--- src/pcfu_regs.svh ---
// register offsets, vectors and layout constants of the program counter fetch unit
`ifndef PCFU_REGS_SVH
`define PCFU_REGS_SVH

`define PCFU_OFF_PC_LOW       12'h000
`define PCFU_OFF_HIGH_LATCH   12'h004
`define PCFU_OFF_UPPER_LATCH  12'h008
`define PCFU_OFF_CTRL         12'h00C
`define PCFU_OFF_STATUS       12'h010
`define PCFU_OFF_PC_FULL      12'h014
`define PCFU_OFF_CFG_ONE      12'h018
`define PCFU_OFF_CFG_TWO      12'h01C
`define PCFU_OFF_CFG_THREE    12'h020
`define PCFU_OFF_CFG_RSVD     12'h024
`define PCFU_OFF_STACK_TOP    12'h028
`define PCFU_OFF_STACK_PTR    12'h02C
`define PCFU_OFF_MEM_TOP      12'h030

`define PCFU_RESET_VEC        21'h00_0000
`define PCFU_HIGH_VEC         21'h00_0008
`define PCFU_LOW_VEC          21'h00_0018
`define PCFU_PC_STEP          21'h00_0002
`define PCFU_CFG_BYTES        21'h00_0008
`define PCFU_CFG_LAST         3'h7
`define PCFU_MEM_TOP_8K       21'h00_1FFF
`define PCFU_MEM_TOP_16K      21'h00_3FFF
`define PCFU_MEM_TOP_32K      21'h00_7FFF
`define PCFU_STACK_MAX        5'h1F

`define PCFU_CTRL_WAKE_BIT    0
`define PCFU_CTRL_GLOBAL_INT_ENABLE_HIGH_BIT    1
`define PCFU_CTRL_GLOBAL_INT_ENABLE_LOW_BIT    2
`define PCFU_CTRL_HIGH_BIT    3
`define PCFU_CTRL_STEP_BIT    4
`define PCFU_CTRL_SIZE_LSB    8

`endif

--- src/pcfu_pkg.sv ---
// types shared by the program counter fetch unit
package pcfu_pkg;

   typedef enum logic [1:0] {
      PCFU_SIZE_8K,
      PCFU_SIZE_16K,
      PCFU_SIZE_32K,
      PCFU_SIZE_RSVD
   } pcfu_size_t;

   // transfer request from the instruction decoder
   typedef struct packed {
      logic        step;
      logic        jump;
      logic [20:0] target;
      logic        push;
      logic        pop;
      logic [20:0] pop_value;
   } pcfu_core_req_t;

   // fetch port toward the program memory array
   typedef struct packed {
      logic [20:0] addr;
      logic        valid;
   } pcfu_fetch_t;

endpackage : pcfu_pkg

--- src/pcfu_top.sv ---
// program counter, latches, vectors, configuration load and APB register slave
// =====================================================================
//
// Chosen here: the APB register port and the placing of the registers.
`timescale 1ns/10ps
`include "pcfu_regs.svh"

module pcfu_top
   import pcfu_pkg::*;
(
   input  wire logic           pclk,
   input  wire logic           presetn,
   input  wire logic           psel,
   input  wire logic           penable,
   input  wire logic           pwrite,
   input  wire logic [11:0]    paddr,
   input  wire logic [31:0]    pwdata,
   output logic      [31:0]    prdata,
   output logic                pready,
   output logic                pslverr,
   input  wire pcfu_core_req_t core_req,
   output pcfu_fetch_t         fetch,
   input  wire logic [7:0]     mem_rdata,
   output logic      [7:0]     instr_byte,
   output logic                cfg_done,
   output logic      [7:0]     config_word_one,
   output logic      [7:0]     config_word_one_hi,
   output logic      [15:0]    config_word_two,
   output logic      [15:0]    config_word_three,
   output logic      [15:0]    config_word_reserved
);

   // =====================================================================
   // helpers
   function automatic logic [20:0] pcfu_mem_top(input pcfu_size_t sz);
      case (sz)
         PCFU_SIZE_8K:  pcfu_mem_top = `PCFU_MEM_TOP_8K;
         PCFU_SIZE_16K: pcfu_mem_top = `PCFU_MEM_TOP_16K;
         default:       pcfu_mem_top = `PCFU_MEM_TOP_32K;
      endcase
   endfunction : pcfu_mem_top

   function automatic logic [20:0] pcfu_align(input logic [20:0] a);
      pcfu_align = {a[20:1], 1'b0};
   endfunction : pcfu_align

   // =====================================================================
   // state
   typedef enum logic [1:0] {ST_CFG_ADDR, ST_CFG_DATA, ST_RUN} pcfu_state_t;

   pcfu_state_t   state_r;
   pcfu_size_t    size_r;
   logic [20:0]   pc_r;
   logic [7:0]    pc_high_latch_r;
   logic [4:0]    pc_upper_latch_r;
   logic [2:0]    cfg_idx_r;
   logic [63:0]   cfg_r;
   logic [4:0]    return_stack_pointer_r;
   logic [20:0]   stack_top_r;
   logic          wake_r;
   logic          wake_d_r;
   logic          global_int_enable_high_r;
   logic          global_int_enable_low_r;
   logic          irq_high_r;

   // =====================================================================
   // decode
   wire           apb_setup    = psel & ~penable;
   wire           apb_acc      = psel & penable;
   wire           wr_en        = apb_acc & pwrite;
   wire           rd_en        = apb_acc & ~pwrite;
   wire           hit_pcl      = paddr == `PCFU_OFF_PC_LOW;
   wire           hit_hl       = paddr == `PCFU_OFF_HIGH_LATCH;
   wire           hit_ul       = paddr == `PCFU_OFF_UPPER_LATCH;
   wire           hit_ctrl     = paddr == `PCFU_OFF_CTRL;
   wire           mapped       = hit_pcl | hit_hl | hit_ul | hit_ctrl
                               | (paddr == `PCFU_OFF_STATUS) | (paddr == `PCFU_OFF_PC_FULL)
                               | (paddr == `PCFU_OFF_CFG_ONE) | (paddr == `PCFU_OFF_CFG_TWO)
                               | (paddr == `PCFU_OFF_CFG_THREE) | (paddr == `PCFU_OFF_CFG_RSVD)
                               | (paddr == `PCFU_OFF_STACK_TOP) | (paddr == `PCFU_OFF_STACK_PTR)
                               | (paddr == `PCFU_OFF_MEM_TOP);
   wire           running      = state_r == ST_RUN;
   wire [20:0]    mem_top      = pcfu_mem_top(size_r);
   wire [20:0]    cfg_base     = mem_top - `PCFU_CFG_BYTES + 21'h00_0001;
   wire [20:0]    cfg_addr     = cfg_base + {18'h0_0000, cfg_idx_r};
   wire           wake_rise    = wake_r & ~wake_d_r;
   // wake only vectors when the matching global enable is on
   wire           wake_vec     = running & wake_rise & (irq_high_r ? global_int_enable_high_r : global_int_enable_low_r);
   wire [20:0]    wake_target  = irq_high_r ? `PCFU_HIGH_VEC : `PCFU_LOW_VEC;
   wire           pcl_write    = wr_en & hit_pcl & running;
   wire           pcl_read     = rd_en & hit_pcl;
   wire [20:0]    pc_step      = pc_r + `PCFU_PC_STEP;
   wire [20:0]    pc_from_lat  = {pc_upper_latch_r, pc_high_latch_r, pwdata[7:1], 1'b0};
   logic [20:0]   pc_nxt;
   logic [31:0]   rdata_nxt;

   // priority: reset vector, interrupt wake, software low-byte write, decoder jump, pop, step
   always_comb begin
      pc_nxt = pc_r;
      if (!running) begin
         pc_nxt = `PCFU_RESET_VEC;
      end else if (wake_vec) begin
         pc_nxt = wake_target;
      end else if (pcl_write) begin
         pc_nxt = pc_from_lat;
      end else if (core_req.jump) begin
         pc_nxt = pcfu_align(core_req.target);
      end else if (core_req.pop) begin
         pc_nxt = pcfu_align(core_req.pop_value);
      end else if (core_req.step) begin
         pc_nxt = pc_step;
      end
   end

   always_comb begin
      rdata_nxt = 32'h0000_0000;
      case (paddr)
         `PCFU_OFF_PC_LOW:      rdata_nxt = {24'h00_0000, pc_r[7:0]};
         `PCFU_OFF_HIGH_LATCH:  rdata_nxt = {24'h00_0000, pc_high_latch_r};
         `PCFU_OFF_UPPER_LATCH: rdata_nxt = {27'h000_0000, pc_upper_latch_r};
         `PCFU_OFF_CTRL:        rdata_nxt = {22'h00_0000, size_r, 4'h0, irq_high_r, global_int_enable_low_r, global_int_enable_high_r, 1'b0};
         `PCFU_OFF_STATUS:      rdata_nxt = {31'h0000_0000, cfg_done};
         `PCFU_OFF_PC_FULL:     rdata_nxt = {11'h000, pc_r};
         `PCFU_OFF_CFG_ONE:     rdata_nxt = {16'h0000, config_word_one_hi, config_word_one};
         `PCFU_OFF_CFG_TWO:     rdata_nxt = {16'h0000, config_word_two};
         `PCFU_OFF_CFG_THREE:   rdata_nxt = {16'h0000, config_word_three};
         `PCFU_OFF_CFG_RSVD:    rdata_nxt = {16'h0000, config_word_reserved};
         `PCFU_OFF_STACK_TOP:   rdata_nxt = {11'h000, stack_top_r};
         `PCFU_OFF_STACK_PTR:   rdata_nxt = {27'h000_0000, return_stack_pointer_r};
         `PCFU_OFF_MEM_TOP:     rdata_nxt = {11'h000, mem_top};
         default:               rdata_nxt = 32'h0000_0000;
      endcase
   end

   // =====================================================================
   // configuration load sequencer, walks top eight bytes upward
   always_ff @(posedge pclk or negedge presetn) begin
      if (!presetn) begin
         state_r   <= ST_CFG_ADDR;
         cfg_idx_r <= 3'h0;
      end else begin
         case (state_r)
            ST_CFG_ADDR: state_r <= ST_CFG_DATA;
            ST_CFG_DATA: begin
               cfg_idx_r <= cfg_idx_r + 3'h1;
               state_r   <= (cfg_idx_r == `PCFU_CFG_LAST) ? ST_RUN : ST_CFG_ADDR;
            end
            ST_RUN:      state_r <= ST_RUN;
            default:     state_r <= ST_CFG_ADDR;
         endcase
      end
   end

   always_ff @(posedge pclk or negedge presetn) begin
      if (!presetn) begin
         cfg_r <= 64'h0000_0000_0000_0000;
      end else if (state_r == ST_CFG_DATA) begin
         cfg_r[{cfg_idx_r, 3'h0} +: 8] <= mem_rdata;
      end
   end

   // =====================================================================
   // program counter and latches
   always_ff @(posedge pclk or negedge presetn) begin
      if (!presetn) begin
         pc_r <= `PCFU_RESET_VEC;
      end else begin
         pc_r <= pc_nxt;
      end
   end

   always_ff @(posedge pclk or negedge presetn) begin
      if (!presetn) begin
         pc_high_latch_r  <= 8'h00;
         pc_upper_latch_r <= 5'h00;
      end else if (pcl_read) begin
         pc_high_latch_r  <= pc_r[15:8];
         pc_upper_latch_r <= pc_r[20:16];
      end else if (wr_en & hit_hl) begin
         pc_high_latch_r  <= pwdata[7:0];
      end else if (wr_en & hit_ul) begin
         pc_upper_latch_r <= pwdata[4:0];
      end
   end

   // =====================================================================
   // control bits and wake capture
   always_ff @(posedge pclk or negedge presetn) begin
      if (!presetn) begin
         global_int_enable_high_r     <= 1'b0;
         global_int_enable_low_r     <= 1'b0;
         irq_high_r <= 1'b0;
         size_r     <= PCFU_SIZE_32K;
         wake_r     <= 1'b0;
         wake_d_r   <= 1'b0;
      end else begin
         wake_d_r <= wake_r;
         if (wr_en & hit_ctrl) begin
            global_int_enable_high_r     <= pwdata[`PCFU_CTRL_GLOBAL_INT_ENABLE_HIGH_BIT];
            global_int_enable_low_r     <= pwdata[`PCFU_CTRL_GLOBAL_INT_ENABLE_LOW_BIT];
            irq_high_r <= pwdata[`PCFU_CTRL_HIGH_BIT];
            size_r     <= pcfu_size_t'(pwdata[`PCFU_CTRL_SIZE_LSB +: 2]);
            wake_r     <= pwdata[`PCFU_CTRL_WAKE_BIT];
         end else begin
            wake_r <= 1'b0;
         end
      end
   end

   // wake or decoder push: stack top takes the current counter, pointer advances up to 5'h1F; pop steps it back
   always_ff @(posedge pclk or negedge presetn) begin
      if (!presetn) begin
         return_stack_pointer_r <= 5'h00;
         stack_top_r            <= `PCFU_RESET_VEC;
      end else if (wake_vec || (running && core_req.push && !core_req.pop)) begin
         stack_top_r <= pc_r;
         if (return_stack_pointer_r != `PCFU_STACK_MAX) begin
            return_stack_pointer_r <= return_stack_pointer_r + 5'h01;
         end
      end else if (running && core_req.pop && return_stack_pointer_r != 5'h00) begin
         return_stack_pointer_r <= return_stack_pointer_r - 5'h01;
         stack_top_r            <= core_req.pop_value;
      end
   end

   // =====================================================================
   // fetch port, dedicated to program memory
   always_ff @(posedge pclk or negedge presetn) begin
      if (!presetn) begin
         fetch      <= '0;
         instr_byte <= 8'h00;
         cfg_done   <= 1'b0;
      end else begin
         fetch.addr  <= running ? pc_nxt : cfg_addr;
         fetch.valid <= running;
         // the array holds no data past its top, so read as zero there
         instr_byte  <= (fetch.addr > mem_top) ? 8'h00 : mem_rdata;
         cfg_done    <= running;
      end
   end

   assign config_word_one      = cfg_r[7:0];
   assign config_word_one_hi   = cfg_r[15:8];
   assign config_word_two      = cfg_r[31:16];
   assign config_word_three    = cfg_r[47:32];
   assign config_word_reserved = cfg_r[63:48];

   // =====================================================================
   // apb slave, no wait state: pready and read data come from flops set in the setup phase
   always_ff @(posedge pclk or negedge presetn) begin
      if (!presetn) begin
         pready          <= 1'b0;
         pslverr         <= 1'b0;
         prdata          <= 32'h0000_0000;
      end else begin
         pready          <= apb_setup;
         pslverr         <= apb_setup & ~mapped;
         prdata          <= (apb_setup & ~pwrite) ? rdata_nxt : 32'h0000_0000;
      end
   end

endmodule : pcfu_top

--- config.mk ---
export PLATFORM = sky130hd
export DESIGN_NAME = pcfu_top
export DESIGN_NICKNAME = d
export VERILOG_FILES = /design/src/pcfu_pkg.sv /design/src/pcfu_top.sv
export VERILOG_INCLUDE_DIRS = /design/src /design/src/src
export SDC_FILE = /design/constraint.sdc
export NUM_CORES = 1
export LEC_CHECK = 0
export BUFFER_PORTS_ARGS = -buffer_cell sky130_fd_sc_hd__buf_2
export CAP_MARGIN = 15
export CORE_UTILIZATION = 49
export CTS_CLUSTER_DIAMETER = 50
export DETAILED_ROUTE_END_ITERATION = 10
export PLACE_DENSITY = 0.74
export SYNTH_ARGS = -nofsm -noshare
export SYNTH_HDL_FRONTEND = slang
export SYNTH_SLANG_ARGS = --single-unit
export TNS_END_PERCENT = 1
--- constraint.sdc ---
create_clock -name pclk -period 4 [get_ports pclk]
set_clock_uncertainty 0.15 [all_clocks]
set_input_delay 0.6 -clock pclk [delete_from_list [all_inputs] [get_ports pclk]]
set_output_delay 0.6 -clock pclk [all_outputs]
set_load 0.03 [all_outputs]
==> flow_summary_export.csv <==
group,metric,value,unit
outcome,outcome,"complete, no violations",
synth,yosys_warnings,0,
power,powerDensity,414,nW/µm²
route,dr.pass1.iters,8,
power,leakage,5.27,nW
synth,synth_top_family_by_area,"simple AND/OR/NAND/NOR gates",
clock_network,clockBufferDepth,2,
setup_path,path_max_fanout,16,
layout,fin_util,0.602,
power,p_sw,0.00145,W
floorplan,coreArea,19000,µm²
synth,avgSynthCellArea,9.32,µm²
power,pwr-share-seq,0.456,
power,p_int,0.00328,W
route,final_antenna_net_count,0,
placed_design,dp_worst_setup_slack,570,ps
synth,synth_cell_type_count,71,
layout,insertedDiodeCount,0,
setup_path,cp.required,4170,ps
global_route,grt_pass1_wl,49400,µm
clock_network,path_clk_slew,70,ps
clock_network,htreeDepth,4,
timing,rsz0062_at_grt,"no",
global_route,grt_max_degree,76,
floorplan,initial_core_util,0.508,
setup_path,worst_setup_path_end_kind,"flop",
clock_network,clk_latency,440,ps
setup_path,crit_slowest_cell,"or3b_2",
synth,synth_compound_area_frac,0.168,
route,viasPerCell,6.12,
route,drt-total-wl,32600,µm
clock_network,root_buffer,"clkbuf_16",
placed_design,dp_hpwl,24300,µm
timing,slew_headroom,0.232,
global_route,grt_antenna_before_repair,0,
power,ir_drop,0.000308,V
synth,ys_ff_latch,183,
global_route,grt_overflow_total,0,
placed_design,postPlaceCellArea,10800,µm²
placed_design,finalWeightedCongestion,0.961,
layout,finalNonFillerCells,1472,
layout,final_cell_mix,"buf_2, dfrtp_1, nand2_1",
setup_path,path_cells,"mux2i_1, or3b_2, a21oi_4, inv_1, ha_1, nor2b_1, o21ai_0, nand2b_1, o31ai_1, o22ai_1",
synth,yosys_most_used_dff,"dfrtp_1",
synth,synthAdderAreaFrac,0.0190,
layout,syn2layout_area_growth,18.6,%
synth,syn_inst,1033,
timing,fmax,313,MHz
floorplan,ios,232,
setup_path,cp_slowest_stage_delay,540,ps
layout,layout_commonest_cell,"buf_2",
setup_path,critical_path.top_delay_family,"compound AO/OA/AOI/OAI gates",
setup_path,crit_type,"reg -> reg",
min_path,hold_path.class,"in -> async",
power,p_comb_frac,0.163,
layout,seq_area,4580,µm²
layout,drive_above_1_share,0.241,
placed_design,dp.cells,1440,
layout,final_area,11400,µm²
route,vias,9006,
layout,multi_input_area,4630,µm²
timing,period_needed,3190,ps
global_route,track_usage,0.331,
floorplan,die_w,142,µm
synth,seq_area_frac_synth,0.476,
setup_path,critPathLaunchType,"flop",
synth,synthXorXnorAreaFrac,0.0100,
clock_network,cts_tree,"built",
synth,syn_area,9620,µm²
timing,maxSlewViolCount,0,
layout,finalNetCount,1316,
power,p_clk_frac,0.381,
clock_network,cts_hold_buf,0,
synth,synth_edf_count,0,
run,drv_cap,0,
setup_path,cp.arrival,3370,ps
route,drc,0,
timing,worst_slack,807,ps
setup_path,critPathBufInv,1,
synth,synth-simple-area-share,0.197,
placed_design,io_buffers,197,
route,wl_per_cell,22.2,µm
clock_network,cts_buffers,17,
synth,synth_mux_area_frac,0.0805,
floorplan,die-area,20200,µm²
floorplan,rows,50,
timing,finalHoldViolCount,0,
global_route,grt_pass1_vias,8337,
layout,nFillCells,1677,
synth,async_flop_share,1.00,
timing,tns,0,ps
clock_network,cts_resized,0,
timing,setup_violations,0,
timing,fin_crit_sh,0.798,
power,p_sw_frac,0.306,
timing,tightest_slew,1140,ps
clock_network,post-cts-setup-buffer-count,0,
floorplan,die_h,142,µm
route,drtIter0Drc,1018,
clock_network,numClockSinks,183,
metal layers:
| layer | vias to the layer above | routed length [µm] | global-route usage |
|---|---|---|---|
| met4 | 0 | 1100 | 0.131 |
| met2 | 525 | 14900 | 0.505 |
| met1 | 4378 | 13800 | 0.469 |
| met3 | 79 | 2870 | 0.0589 |
| li1 | 4024 | - | - |
| met5 | - | 0 | 0 |
state kept, by name, indices dropped and copies added (netlist names), 3 cells and up:
signal	flops
cfg_idx_r	3
cfg_r	64
fetch	21
instr_byte	8
pc_high_latch_r	8
pc_r	15
pc_upper_latch_r	5
prdata	21
return_stack_pointer_r	5
stack_top_r	21
logic make-up after synthesis:
group,Yosys count
buf+inv,100
flops,183
other cells,1
compound gates,257
mux,74
fa+ha+maj,14
simple gates,393
xor+xnor,11
worst register-to-register path: stages (launching register included):
cell and delay [ps]:
dfrtp_1 430, mux2i_1 170, or3b_2 540, a21oi_4 420, inv_1 170, ha_1 340
nor2b_1 140, o21ai_0 230, nand2b_1 140, o31ai_1 260, o22ai_1 100
metrics by stage:
step	hold slack (ps)	total power, W
final	25.2	0.00473
after global routing	115	0.00489
after CTS	77.3	0.00472
after detailed placement	234	0.00295
after global placement	225	0.00293
after floorplan	154	0.00265
cell usage after synthesis, types with 5 or more instances:
cell type,n,area (µm²)
dfrtp_1,182,4550
nand2_1,166,623
o21ai_0,94,470
nor2_1,63,236
mux2i_1,56,561
a21oi_1,51,255
clkbuf_1,51,191
nand3_1,31,155
nor3_1,29,145
buf_4,18,135
a22oi_1,17,128
mux2_2,17,191
inv_1,15,56.3
and2_1,13,81.3
ha_1,13,163
a31oi_1,12,75.1
nand4_1,12,75.1
o31ai_1,11,82.6
nor3b_1,10,75.1
a221oi_1,9,78.8
nor4_1,9,56.3
xnor2_1,9,78.8
buf_1,8,30.0
nand2b_1,8,50.1
o21a_1,8,60.1
or4_1,8,60.1
and3_1,7,43.8
nor2b_1,7,43.8
o22ai_1,7,43.8
or3_1,7,43.8
buf_2,6,30.0
a21o_1,5,37.5
a222oi_1,5,50.1
or2_2,5,31.3
area by class of cell:
class,count,area share
timing repair buffer,222,0.106
clock buffer,17,0.0373
sequential,183,0.401
clock inverter,15,0.0169
inverter,15,0.00493
tap,260,0.0285
multi-input combinational,760,0.405
power groups by stage:
stage / sequential (W) / combinational (W) / clock, W
final: 0.00215 / 0.000771 / 0.00180
after floorplan: 0.00220 / 0.000450 / 0
after CTS: 0.00215 / 0.000770 / 0.00180
after global placement: 0.00218 / 0.000745 / 0
after detailed placement: 0.00218 / 0.000766 / 0
after global routing: 0.00216 / 0.000844 / 0.00188
final timing paths:
| path | to | cells after the start | startpoint | slack, ps |
|---|---|---|---|---|
| max in group asynchronous | instr_byte[4]$_DFF_PN0_ | 2 | presetn | 2880 |
| worst max-delay path | return_stack_pointer_r[4]$_DFFE_PN0P_ | 10 | irq_high_r$_DFFE_PN0P_ | 810 |
| worst min register to register | wake_d_r$_DFF_PN0_ | 0 | wake_r$_DFF_PN0_ | 250 |
| min in group pclk | size_r[1]$_DFFE_PN1P_ | 3 | pwdata[9] | 230 |
| worst min-delay path | fetch[15]$_DFF_PN0_ | 1 | presetn | 30 |
| worst max register to register | return_stack_pointer_r[4]$_DFFE_PN0P_ | 10 | irq_high_r$_DFFE_PN0P_ | 810 |
No activity file was read; power rests on OpenSTA's default activity.
